### src/core/pioc_consts.svh
`ifndef PIOC_CONSTS_SVH
`define PIOC_CONSTS_SVH
// Register byte offsets
`define PIOC_OFS_OWN_EN    8'h00
`define PIOC_OFS_OWN_DIS   8'h04
`define PIOC_OFS_OWN_STAT  8'h08
`define PIOC_OFS_DRV_EN    8'h10
`define PIOC_OFS_DRV_DIS   8'h14
`define PIOC_OFS_DRV_STAT  8'h18
`define PIOC_OFS_FLT_EN    8'h20
`define PIOC_OFS_FLT_DIS   8'h24
`define PIOC_OFS_FLT_STAT  8'h28
`define PIOC_OFS_OUT_SET   8'h30
`define PIOC_OFS_OUT_CLR   8'h34
`define PIOC_OFS_OUT_STAT  8'h38
`define PIOC_OFS_PIN_STAT  8'h3c
`define PIOC_OFS_IRQ_EN    8'h40
`define PIOC_OFS_IRQ_DIS   8'h44
`define PIOC_OFS_IRQ_MASK  8'h48
`define PIOC_OFS_IRQ_STAT  8'h4c
`define PIOC_OFS_OD_EN     8'h50
`define PIOC_OFS_OD_DIS    8'h54
`define PIOC_OFS_OD_STAT   8'h58
// Reset values
`define PIOC_RST_ZERO      32'h0000_0000
`define PIOC_RST_OWN       32'hffff_ffff
`endif

### src/core/pioc_pkg.sv
package pioc_pkg;
	// Avalon-MM request bundle
	typedef struct packed {
		logic [7:0]  addr;
		logic        rd;
		logic        wr;
		logic [31:0] wdata;
	} pioc_req_type;
	// Bus slave phase
	typedef enum logic [0:0] {
		PIOC_IDLE,
		PIOC_DONE
	} pioc_bus_type;
endpackage

### src/core/pioc_top.sv
// The Avalon-MM register port is this design's own decision.
`timescale 1ns/100ps
`include "pioc_consts.svh"
// Functional notes
// - Filter-disable write ones deselect glitch filter per pin, any owner
// - Filter status reads selected filters, resets zero, covers both paths
// - Filtered value holds its state while the clock is stopped
// - Set-output write ones set stored data; drive only if owned and enabled
// - Clear-output write ones clear stored data, same drive conditions
// - Output data status reads stored data, resets zero
// - Pin level status shows the pin level, after the glitch filter where it is selected
// - Irq-enable write ones enable change interrupt, any owner
// - Irq-disable write ones mask interrupt; changes still recorded
// - Irq mask reflects enables and disables, resets zero
// - Irq status sets on any edge of any pin's level after the glitch filter where selected, any owner or direction
// - Reading irq status clears it; reset clears it too
// - Open-drain enable write ones make pin driver open-drain
// - Open-drain disable write ones restore push-pull drive
// - Open-drain status reads open-drain pins, resets zero
// - Peripheral input held at zero while pin is under controller
// - Output enable stored always, effective only under controller
// - First irq status read after reset may show changes since reset
module pioc_top #(
	parameter int WIDTH = 32
) (
	input  wire logic             i_clk,
	input  wire logic             i_rst_n,
	input  wire logic [7:0]       i_avs_address,
	input  wire logic             i_avs_read,
	input  wire logic             i_avs_write,
	input  wire logic [31:0]      i_avs_writedata,
	output logic      [31:0]      o_avs_readdata,
	output logic                  o_avs_waitrequest,
	input  wire logic [WIDTH-1:0] i_pin,
	output logic      [WIDTH-1:0] o_pin,
	output logic      [WIDTH-1:0] o_pin_oe_n,
	input  wire logic [WIDTH-1:0] i_periph_out,
	input  wire logic [WIDTH-1:0] i_periph_oe,
	output logic      [WIDTH-1:0] o_periph_in,
	output logic                  o_irq
);

	// ----------------------------------------------------------------
	// Elaboration check
	// ----------------------------------------------------------------
	if (WIDTH < 1 || WIDTH > 32) begin : g_bad_width
		$error("WIDTH must be 1 to 32");
	end

	// Reset words cut to the pin count on purpose
	localparam logic [WIDTH-1:0] RST_ZERO_W = WIDTH'(`PIOC_RST_ZERO);
	localparam logic [WIDTH-1:0] RST_OWN_W  = WIDTH'(`PIOC_RST_OWN);

	// ----------------------------------------------------------------
	// Helpers
	// ----------------------------------------------------------------
	// Set and clear strobes applied to a per-pin register
	function automatic logic [WIDTH-1:0] set_clr(
		input logic [WIDTH-1:0] cur,
		input logic             do_set,
		input logic             do_clr,
		input logic [WIDTH-1:0] bits
	);
		logic [WIDTH-1:0] r;
		r = cur;
		if (do_set) begin
			r = r | bits;
		end
		if (do_clr) begin
			r = r & ~bits;
		end
		return r;
	endfunction

	// Widen a pin vector into a bus word, upper bits zero
	function automatic logic [31:0] widen(input logic [WIDTH-1:0] v);
		logic [31:0] r;
		r = 32'h0000_0000;
		r[WIDTH-1:0] = v;
		return r;
	endfunction

	// ----------------------------------------------------------------
	// Bus request decode
	// ----------------------------------------------------------------
	pioc_pkg::pioc_req_type req;
	pioc_pkg::pioc_bus_type bus_q;
	pioc_pkg::pioc_bus_type bus_d;
	logic                   wr_go;
	logic                   rd_go;
	logic [WIDTH-1:0]       wbits;

	// One wait cycle, then accept; write effects land at that same edge
	always_comb begin
		req.addr  = i_avs_address;
		req.rd    = i_avs_read;
		req.wr    = i_avs_write;
		req.wdata = i_avs_writedata;
		wbits     = req.wdata[WIDTH-1:0];
		wr_go     = req.wr && (bus_q == pioc_pkg::PIOC_DONE);
		rd_go     = req.rd && (bus_q == pioc_pkg::PIOC_DONE);
		case (bus_q)
			pioc_pkg::PIOC_IDLE: begin
				bus_d = (req.rd || req.wr) ? pioc_pkg::PIOC_DONE
				                           : pioc_pkg::PIOC_IDLE;
			end
			pioc_pkg::PIOC_DONE: begin
				bus_d = pioc_pkg::PIOC_IDLE;
			end
			default: begin
				bus_d = pioc_pkg::PIOC_IDLE;
			end
		endcase
	end

	// ----------------------------------------------------------------
	// Configuration registers
	// ----------------------------------------------------------------
	logic [WIDTH-1:0] own_q, own_d;
	logic [WIDTH-1:0] drv_q, drv_d;
	logic [WIDTH-1:0] flt_q, flt_d;
	logic [WIDTH-1:0] odat_q, odat_d;
	logic [WIDTH-1:0] mask_q, mask_d;
	logic [WIDTH-1:0] od_q, od_d;

	// Each pair of write-only strobes edits one status vector
	always_comb begin
		own_d  = set_clr(own_q, wr_go && req.addr == `PIOC_OFS_OWN_EN,
		                 wr_go && req.addr == `PIOC_OFS_OWN_DIS, wbits);
		drv_d  = set_clr(drv_q, wr_go && req.addr == `PIOC_OFS_DRV_EN,
		                 wr_go && req.addr == `PIOC_OFS_DRV_DIS,
		                 wbits);
		flt_d  = set_clr(flt_q, wr_go && req.addr == `PIOC_OFS_FLT_EN,
		                 wr_go && req.addr == `PIOC_OFS_FLT_DIS,
		                 wbits);
		odat_d = set_clr(odat_q, wr_go && req.addr == `PIOC_OFS_OUT_SET,
		                 wr_go && req.addr == `PIOC_OFS_OUT_CLR,
		                 wbits);
		mask_d = set_clr(mask_q, wr_go && req.addr == `PIOC_OFS_IRQ_EN,
		                 wr_go && req.addr == `PIOC_OFS_IRQ_DIS,
		                 wbits);
		od_d   = set_clr(od_q, wr_go && req.addr == `PIOC_OFS_OD_EN,
		                 wr_go && req.addr == `PIOC_OFS_OD_DIS,
		                 wbits);
	end

	// Controller owns all pins after reset, as inputs
	always_ff @(posedge i_clk) begin
		if (!i_rst_n) begin
			bus_q  <= pioc_pkg::PIOC_IDLE;
			own_q  <= RST_OWN_W;
			drv_q  <= RST_ZERO_W;
			flt_q  <= RST_ZERO_W;
			odat_q <= RST_ZERO_W;
			mask_q <= RST_ZERO_W;
			od_q   <= RST_ZERO_W;
		end else begin
			bus_q  <= bus_d;
			own_q  <= own_d;
			drv_q  <= drv_d;
			flt_q  <= flt_d;
			odat_q <= odat_d;
			mask_q <= mask_d;
			od_q   <= od_d;
		end
	end

	// Write strobes must reach the vectors they name at the accept edge
	a_flt_disable: assert property (
		@(posedge i_clk) disable iff (!i_rst_n)
		wr_go && req.addr == `PIOC_OFS_FLT_DIS |=>
		(flt_q & $past(wbits)) == '0)
		else $error("filter disable ignored");
	a_out_set: assert property (
		@(posedge i_clk) disable iff (!i_rst_n)
		wr_go && req.addr == `PIOC_OFS_OUT_SET |=>
		(odat_q & $past(wbits)) == $past(wbits))
		else $error("output set ignored");
	a_out_clear: assert property (
		@(posedge i_clk) disable iff (!i_rst_n)
		wr_go && req.addr == `PIOC_OFS_OUT_CLR |=>
		(odat_q & $past(wbits)) == '0)
		else $error("output clear ignored");
	a_mask_track: assert property (
		@(posedge i_clk) disable iff (!i_rst_n)
		wr_go && req.addr == `PIOC_OFS_IRQ_EN |=>
		(mask_q & $past(wbits)) == $past(wbits))
		else $error("irq enable ignored");
	a_mask_clear: assert property (
		@(posedge i_clk) disable iff (!i_rst_n)
		wr_go && req.addr == `PIOC_OFS_IRQ_DIS |=>
		(mask_q & $past(wbits)) == '0)
		else $error("irq disable ignored");
	a_od_set: assert property (
		@(posedge i_clk) disable iff (!i_rst_n)
		wr_go && req.addr == `PIOC_OFS_OD_EN |=>
		(od_q & $past(wbits)) == $past(wbits))
		else $error("open drain enable ignored");
	a_od_clear: assert property (
		@(posedge i_clk) disable iff (!i_rst_n)
		wr_go && req.addr == `PIOC_OFS_OD_DIS |=>
		(od_q & $past(wbits)) == '0)
		else $error("open drain disable ignored");

	// ----------------------------------------------------------------
	// Input path: sample, filter, detect change
	// ----------------------------------------------------------------
	logic [WIDTH-1:0] smp_q, smp_d;
	logic [WIDTH-1:0] lvl_q, lvl_d;
	logic [WIDTH-1:0] prev_q, prev_d;
	logic [WIDTH-1:0] isr_q, isr_d;
	logic             prev_ok_q;

	// A filtered pin only moves once a level is seen on two edges;
	// registers simply hold when the clock stops, which freezes it
	for (genvar g = 0; g < WIDTH; g++) begin : g_flt
		always_comb begin
			smp_d[g] = i_pin[g];
			if (flt_q[g]) begin
				lvl_d[g] = (smp_q[g] == i_pin[g]) ? i_pin[g]
				                                  : lvl_q[g];
			end else begin
				lvl_d[g] = i_pin[g];
			end
		end
	end

	// Status sets on any change; a read clears, but a same-cycle edge wins
	always_comb begin
		// Seed from the live level on the first edge after reset, so the
		// zero reset value of lvl_q is never mistaken for a pin edge
		prev_d = prev_ok_q ? lvl_q : lvl_d;
		isr_d  = isr_q;
		if (rd_go && req.addr == `PIOC_OFS_IRQ_STAT) begin
			isr_d = '0;
		end
		if (prev_ok_q) begin
			isr_d = isr_d | (lvl_q ^ prev_q);
		end
	end

	always_ff @(posedge i_clk) begin
		if (!i_rst_n) begin
			smp_q     <= RST_ZERO_W;
			lvl_q     <= RST_ZERO_W;
			prev_q    <= RST_ZERO_W;
			isr_q     <= RST_ZERO_W;
			prev_ok_q <= 1'b0;
		end else begin
			smp_q     <= smp_d;
			lvl_q     <= lvl_d;
			prev_q    <= prev_d;
			isr_q     <= isr_d;
			prev_ok_q <= 1'b1;
		end
	end

	// Level tracking, filtering and change capture
	a_pin_follow: assert property (
		@(posedge i_clk) disable iff (!i_rst_n)
		i_rst_n |=>
		((lvl_q ^ $past(i_pin)) & ~$past(flt_q)) == '0)
		else $error("unfiltered level stale");
	a_filter_hold: assert property (
		@(posedge i_clk) disable iff (!i_rst_n)
		i_rst_n |=> ((lvl_q ^ $past(lvl_q)) & $past(flt_q)
		& ($past(smp_q) ^ $past(i_pin))) == '0)
		else $error("glitch passed filter");
	a_edge_record: assert property (
		@(posedge i_clk) disable iff (!i_rst_n)
		prev_ok_q && (lvl_q != prev_q) |=>
		(isr_q & ($past(lvl_q) ^ $past(prev_q)))
		== ($past(lvl_q) ^ $past(prev_q)))
		else $error("edge not recorded");
	a_read_clear: assert property (
		@(posedge i_clk) disable iff (!i_rst_n)
		rd_go && req.addr == `PIOC_OFS_IRQ_STAT |=>
		(isr_q & ~($past(lvl_q) ^ $past(prev_q))) == '0)
		else $error("status not cleared");

	// ----------------------------------------------------------------
	// Pin drive, peripheral input, interrupt and read data
	// ----------------------------------------------------------------
	logic [WIDTH-1:0] pin_d, oe_n_d, pin_q, oe_n_q, per_q, per_d;
	logic             irq_d, irq_q;
	logic [31:0]      rdat_d, rdat_q;
	logic             wait_d, wait_q;
	logic [WIDTH-1:0] val, en;

	// Open-drain pins only pull low; high is left to the wire
	always_comb begin
		val    = (own_q & odat_q) | (~own_q & i_periph_out);
		en     = (own_q & drv_q) | (~own_q & i_periph_oe);
		pin_d  = val;
		oe_n_d = ~(en & ~(od_q & val));
		per_d  = lvl_q & ~own_q;
		irq_d  = |(isr_d & mask_d);
		wait_d = !(bus_d == pioc_pkg::PIOC_DONE);
		rdat_d = 32'h0000_0000;
		if (bus_d == pioc_pkg::PIOC_DONE && req.rd) begin
			case (req.addr)
				`PIOC_OFS_OWN_STAT:  rdat_d = widen(own_q);
				`PIOC_OFS_DRV_STAT:  rdat_d = widen(drv_q);
				`PIOC_OFS_FLT_STAT:  rdat_d = widen(flt_q);
				`PIOC_OFS_OUT_STAT:  rdat_d = widen(odat_q);
				`PIOC_OFS_PIN_STAT:  rdat_d = widen(lvl_q);
				`PIOC_OFS_IRQ_MASK:  rdat_d = widen(mask_q);
				`PIOC_OFS_IRQ_STAT:  rdat_d = widen(isr_d);
				`PIOC_OFS_OD_STAT:   rdat_d = widen(od_q);
				default:             rdat_d = 32'h0000_0000;
			endcase
		end
	end

	// All outputs are registered; read data is captured one edge early
	always_ff @(posedge i_clk) begin
		if (!i_rst_n) begin
			pin_q  <= RST_ZERO_W;
			oe_n_q <= RST_OWN_W;
			per_q  <= RST_ZERO_W;
			irq_q  <= 1'b0;
			rdat_q <= 32'h0000_0000;
			wait_q <= 1'b1;
		end else begin
			pin_q  <= pin_d;
			oe_n_q <= oe_n_d;
			per_q  <= per_d;
			irq_q  <= irq_d;
			rdat_q <= rdat_d;
			wait_q <= wait_d;
		end
	end

	assign o_pin             = pin_q;
	assign o_pin_oe_n        = oe_n_q;
	assign o_periph_in       = per_q;
	assign o_irq             = irq_q;
	assign o_avs_readdata    = rdat_q;
	assign o_avs_waitrequest = wait_q;

	// ----------------------------------------------------------------
	// Output and read-back checks
	// ----------------------------------------------------------------
	a_irq_out: assert property (
		@(posedge i_clk) disable iff (!i_rst_n)
		##1 o_irq == |($past(isr_d) & $past(mask_d)))
		else $error("irq request wrong");
	a_periph_zero: assert property (
		@(posedge i_clk) disable iff (!i_rst_n)
		##1 (o_periph_in & $past(own_q)) == '0)
		else $error("peripheral input not held low");
	a_periph_follow: assert property (
		@(posedge i_clk) disable iff (!i_rst_n)
		i_rst_n |=>
		((o_periph_in ^ $past(lvl_q)) & ~$past(own_q)) == '0)
		else $error("peripheral input not following pin");
	a_od_high: assert property (
		@(posedge i_clk) disable iff (!i_rst_n)
		##1 (~o_pin_oe_n & o_pin & $past(od_q)) == '0)
		else $error("open drain drove high");
	// Read data at the accept edge carries the vector it names
	a_flt_read: assert property (
		@(posedge i_clk) disable iff (!i_rst_n)
		rd_go && req.addr == `PIOC_OFS_FLT_STAT |->
		o_avs_readdata[WIDTH-1:0] == flt_q)
		else $error("filter status misread");
	a_out_read: assert property (
		@(posedge i_clk) disable iff (!i_rst_n)
		rd_go && req.addr == `PIOC_OFS_OUT_STAT |->
		o_avs_readdata[WIDTH-1:0] == odat_q)
		else $error("output status misread");
	a_pin_read: assert property (
		@(posedge i_clk) disable iff (!i_rst_n)
		rd_go && req.addr == `PIOC_OFS_PIN_STAT |->
		o_avs_readdata[WIDTH-1:0] == $past(lvl_q))
		else $error("pin status misread");
	a_mask_read: assert property (
		@(posedge i_clk) disable iff (!i_rst_n)
		rd_go && req.addr == `PIOC_OFS_IRQ_MASK |->
		o_avs_readdata[WIDTH-1:0] == mask_q)
		else $error("irq mask misread");
	a_od_read: assert property (
		@(posedge i_clk) disable iff (!i_rst_n)
		rd_go && req.addr == `PIOC_OFS_OD_STAT |->
		o_avs_readdata[WIDTH-1:0] == od_q)
		else $error("open drain status misread");

endmodule

### config.mk
export PLATFORM = sky130hd
export DESIGN_NAME = pioc_top
export DESIGN_NICKNAME = d
export VERILOG_FILES = /design/src/core/pioc_pkg.sv /design/src/core/pioc_top.sv
export VERILOG_INCLUDE_DIRS = /design/src /design/src/core
export SDC_FILE = /design/constraint.sdc
export NUM_CORES = 1
export LEC_CHECK = 0
export BUFFER_PORTS_ARGS = -buffer_cell sky130_fd_sc_hd__buf_2
export CORE_ASPECT_RATIO = 2
export CORE_MARGIN = 2
export CORE_UTILIZATION = 51
export DETAILED_ROUTE_END_ITERATION = 10
export HOLD_SLACK_MARGIN = 0.12
export PLACE_DENSITY_LB_ADDON = 0.25
export REMOVE_ABC_BUFFERS = 1
export SETUP_SLACK_MARGIN = 0.3
export SLEW_MARGIN = 20
export SYNTH_ARGS = -nofsm -noshare
export SYNTH_HDL_FRONTEND = slang
export SYNTH_SLANG_ARGS = --single-unit
### constraint.sdc
create_clock -name i_clk -period 2.16 [get_ports i_clk]
set_clock_uncertainty 0.1 [all_clocks]
set_input_delay 0.216 -clock i_clk [delete_from_list [all_inputs] [get_ports i_clk]]
set_output_delay 0.216 -clock i_clk [all_outputs]
set_load 0.01 [all_outputs]
* After elaboration in Yosys (flattened, before gate mapping)
Cells that the tools add are included.
** Storage, ports and cells
- Register bits :: 452
- Input bits :: 140
- Output and inout bits :: 130
- Word-level logic and storage cells :: 202
** Operators by class
- Eq/ne operators :: 51
- Mux-type cells :: 83
- Bitwise operators :: 29
- Reductions and logical operators :: 21
** Operators with widths (count)
- $mux W32 :: 15
- $and A32 B32 Y32 :: 14
- $or A32 B32 Y32 :: 9
- $pmux W32 S8 :: 1
- $not A32 Y32 :: 4
- $mux W1 :: 66
- $eq A8 B6 Y1 const B :: 7
- $eq A8 B7 Y1 const B :: 7
- $eq A1 B1 Y1 :: 32
- $reduce_or A32 Y1 :: 1
- $xor A32 B32 Y32 :: 1
- $eq A8 B5 Y1 const B :: 3
- $logic_and A1 B1 Y1 :: 16
- $eq A8 B3 Y1 const B :: 1
- $eq A8 B4 Y1 const B :: 1
- $logic_not A8 Y1 :: 1
- $pmux W1 S2 :: 1
- $reduce_and A2 Y1 :: 1
- $logic_not A1 Y1 :: 1
- $logic_or A1 B1 Y1 :: 1
- $not A1 Y1 :: 1

* Logic depth before layout (Yosys ltp)
- Depth after elaboration :: 7
- Gate-level depth with buffers :: 9
- Mapped depth without buffers :: 6

* Worst setup path after synthesis
Ideal clock, no wire load.
- Path type :: register to register
- From :: reg bus_q
- To :: reg irq_q, in the netlist o_irq
- Library setup time :: 125 ps
- Arrival time :: 2022 ps
- Required time :: 1935 ps
- Slack :: -87 ps
- Cell stages (with the launch flop) :: 10
- Buffers on the path :: 3
- Clock period less this slack :: 2247 ps
- Cells stage by stage :: dfxtp_1 nor4bb_1 clkbuf_1 and4b_1 buf_2 buf_2 a21oi_1 a22oi_1 nand4_1 o41a_1
** Between the ends
- Cells in the longest elaborated chain, start to end :: 7
- Elaborated cells between the ends (all ways) :: 13
- Those cells by class :: mux (4); bitwise (3); reduce/logical (6)
** Ends and longest elaborated chain
- start: declaration :: RTL line pioc_top.sv:87 : pioc_pkg::pioc_bus_type bus_q;
- start signal: assignment :: RTL line pioc_top.sv:150 : bus_q <= pioc_pkg::PIOC_IDLE;
- start signal: assignment :: RTL line pioc_top.sv:158 : bus_q <= bus_d;
- $logic_and A1 B1 Y1 (on tied branches) :: RTL line pioc_top.sv:101, pioc_top.sv:100
- $logic_and A1 B1 Y1 (no source line)
- $mux W32 (on tied branches) :: RTL line pioc_top.sv:234, pioc_top.sv:66
- $or A32 B32 Y32 / $and A32 B32 Y32 (equally long branches) :: RTL line pioc_top.sv:238, pioc_top.sv:70
- $mux W32 (on tied branches) :: RTL line pioc_top.sv:237, pioc_top.sv:69
- $and A32 B32 Y32 (*) :: RTL line pioc_top.sv:297 : irq_d = |(isr_d & mask_d);
- $reduce_or A32 Y1 (*) :: RTL line pioc_top.sv:297
- end signal: assignment :: RTL line pioc_top.sv:328 : irq_q <= irq_d;
- end: declaration :: RTL line pioc_top.sv:285 : logic irq_d, irq_q;
Mark *: on every way between the ends. The rest lies on a longest branch, timed or not.
A chain may end at the register's enable or synchronous reset.

* Worst setup path in the final report
Ends and elaborated chain as after synthesis.

==> impl_metrics.py <==
metrics = {
    "place": {
        "numPortBuffers": 269,
        "dp_hpwl_um": 41700,
        "dp_cells": 2689,
        "gp_congestion": 0.916,
    },
    "synth": {
        "netlist_area_um2": 17900,
        "synth.area.mux_share": 0.0358,
        "synth_most_common_cell": "dfxtp_1",
        "netlist_top_cells_count": "dfxtp_1, a21oi_1, o21ai_0, clkbuf_1, nor2_1",
        "async_flop_share": 0,
        "synth-main-ff-cell": "dfxtp_1",
        "synth_top_cell_area_share": 0.505,
        "yosysWarnings": 0,
        "synth.largest_area_cell": "dfxtp_1",
        "synthTopCellsByArea": "dfxtp_1, a21oi_1, o21ai_0",
        "syn_area_per_cell_um2": 8.97,
        "synth_xor_area_frac": 0.0157,
        "ys_types": 33,
        "synth_seq_area_share": 0.505,
        "synthCells": 1995,
        "synth_top_family_by_area": "compound AO/OA/AOI/OAI gates",
        "synth_adder_area_share": 0,
        "synth-simple-area-share": 0.0996,
        "synth_edf_count": 0,
        "ys_ff_latch": 452,
        "synth_compound_area_frac": 0.288,
    },
    "setup_path": {
        "critPathKind": "reg -> reg",
        "cp_max_fo": 17,
        "crit_arrival_ns": 2.69,
        "r2r-start": "bus_q$_SDFF_PN0_",
        "worstRegToRegCells": 8,
        "end_kind": "flip-flop",
        "r2r_setup_slack_ns": -0.18,
        "start_kind": "flip-flop",
        "cp.required_ns": 2.51,
        "worstReg2RegEnd": "o_irq$_SDFF_PN0_",
    },
    "grt": {
        "grt_pass1_wl_um": 108000,
        "grtUsageMet1": 0.393,
        "antenna_found_initial": 2,
        "grt_use_total": 0.386,
        "first_global_vias": 19000,
        "gr-max-usage-layer": "met2",
        "grtUsageMet2": 0.645,
        "overflow": 0,
        "grt_max_degree": 163,
        "met3_usage": 0.0746,
    },
    "floorplan": {
        "ios": 270,
        "start_util": 0.514,
        "die_area_um2": 36700,
        "fp.dieW_um": 136,
        "core_um2": 34800,
        "row_count": 97,
        "dieHeight_um": 269,
    },
    "clocking": {
        "cts.path.max_buffers": 3,
        "cts-buffers-inserted": 41,
        "clkTransAtPathRegs_ns": 0.07,
        "cts_root_buf": "clkbuf_16",
        "clock_sinks": 452,
        "htree_levels": 2,
        "cts_tree": "yes",
        "clk_latency_ns": 0.58,
    },
    "route": {
        "via_count": 19400,
        "ant_nets": 0,
        "first_pass_iters": 9,
        "drc": 0,
        "routedWlPerCell_um": 25.9,
        "drt_iter0_drc": 2260,
        "routed_wl_um": 77200,
        "viasPerCell": 6.50,
    },
    "cells_and_area": {
        "regArea_um2": 9050,
        "final_util": 0.773,
        "drive_above_1_share": 0.353,
        "layout.nets": 2642,
        "fillCellCount": 2054,
        "multi_input_area_um2": 9550,
        "area_growth_pct": 50.4,
        "instances_no_fill": 2981,
    },
    "power_and_ir_drop": {
        "power_density_nw_per_um2": 662,
        "vdd_drop_max_v": 0.000721,
        "p_leak_nw": 10.7,
    },
    "worst_hold_path": {
        "hold_depth": 3,
        "min_from": "i_pin[20]",
        "whs_endpoint": "smp_q[20]$_SDFF_PN0_",
        "min_path_type": "in -> reg",
    },
    "status": {
        "status": "finished with violations",
        "violations": "negative setup slack",
    },
    "sta": {
        "final-hold-violation-count": 0,
        "fin_crit_ns": 2.34,
        "slew_violations": 0,
        "worst_pin_slew_ns": 0.845,
        "fmax_mhz": 427,
        "max_slew_margin": 0.437,
        "period_share": 1.08,
        "layout_setup_ws_ns": -0.179,
        "rsz0062_at_grt": "true",
        "setup_viol": 120,
    },
    "flow_run": {
        "drv_cap": 0,
    },
}
## logic make-up (layout without fill, tap and decap cells)
kind of cell    after synthesis  count (layout)
mux                          64              64
other cells                   0               2
compound gates              820             820
flops                       452             452
buf+inv                     263             802
simple gates                364             364
xor+xnor                     32              32
## layer usage
| metal | vias up | routed length [um] |
|---|---|---|
| met5 | - | 0 |
| met4 | 0 | 9060 |
| met2 | 1459 | 36700 |
| li1 | 8228 | - |
| met3 | 564 | 7330 |
| met1 | 9138 | 24100 |
## critical path, cell delays in order (launching register included)
cell and delay [ns]:
dfxtp_2 0.32, nor4bb_4 0.15, buf_6 0.15, bufbuf_16 0.29, a41oi_1 0.25, a21oi_1 0.10, a22oi_2 0.23, nand4_1 0.19
o41a_1 0.45
## where the power goes
group          total [W]  switching (W)  internal [W]
Clock            0.00758        0.00337       0.00421
Sequential       0.00864       0.000138       0.00850
Combinational    0.00159       0.000875      0.000718
## per-stage QoR
step / instance area [um2] / hold slack (ns) / setup slack (ns) / total power (W) / TNS, ns
floorplan: 17300 / 0.144 / -3.01 / 0.00923 / -911.13
global placement: 20900 / 0.354 / -0.398 / 0.00986 / -14.45
detailed placement: 20900 / 0.358 / -0.417 / 0.00990 / -21.70
CTS: 26100 / 0.324 / -0.117 / 0.0176 / -0.222
global route: 26900 / 0.359 / -0.296 / 0.0182 / -13.36
finish: 26900 / 0.325 / -0.179 / 0.0178 / -5.37
## cell usage in the layout, fill, tap and decap left out, types with 13 or more instances in the layout
cell,n
mux2i_1,64
buf_2,268
buf_4,85
nor2_4,17
a22o_4,13
nand2_1,48
a21oi_2,47
and2_4,37
xor2_1,32
dfxtp_1,450
nand2_4,13
nor2_1,131
and2_1,92
a22o_1,37
a221oi_1,18
a22oi_1,31
a222oi_1,32
inv_1,97
clkbuf_16,44
buf_16,25
o21ai_2,25
a41oi_1,39
buf_6,43
o21ai_0,162
a22oi_2,13
a21oi_1,233
buf_12,64
dlygate4sd3_1,132
a211oi_2,119
## worst max path at each step
stage / startpoint / to / depth (start not counted)
floorplan: i_rst_n / o_avs_readdata[0]$_SDFF_PN0_ / 4
global placement: i_avs_address[4] / o_irq$_SDFF_PN0_ / 10
detailed placement: i_avs_address[4] / o_irq$_SDFF_PN0_ / 9
CTS: bus_q$_SDFF_PN0_ / o_irq$_SDFF_PN0_ / 10
global route: bus_q$_SDFF_PN0_ / flip-flop / 11
finish: bus_q$_SDFF_PN0_ / o_irq$_SDFF_PN0_ / 8
## cell type report
class	instances	area share
antenna	2	0.000186
timing repair buffer	629	0.223
multi-input combinational	1280	0.355
clock inverter	18	0.00586
sequential	452	0.336
inverter	98	0.0139
clock buffer	57	0.0453
tap	445	0.0207
## timing repair
item / 4_1_cts / 5_1_grt
resized for setup: 324 / 153
endpoints found under the setup margin: 168 / 196
hold endpoints to repair: 334 / 0
pin swaps: 183 / 96
gates cloned: 28 / 1
hold buffers: 132 / 0
setup buffers: 48 / 6
Power figures use the tool's default switching activity.
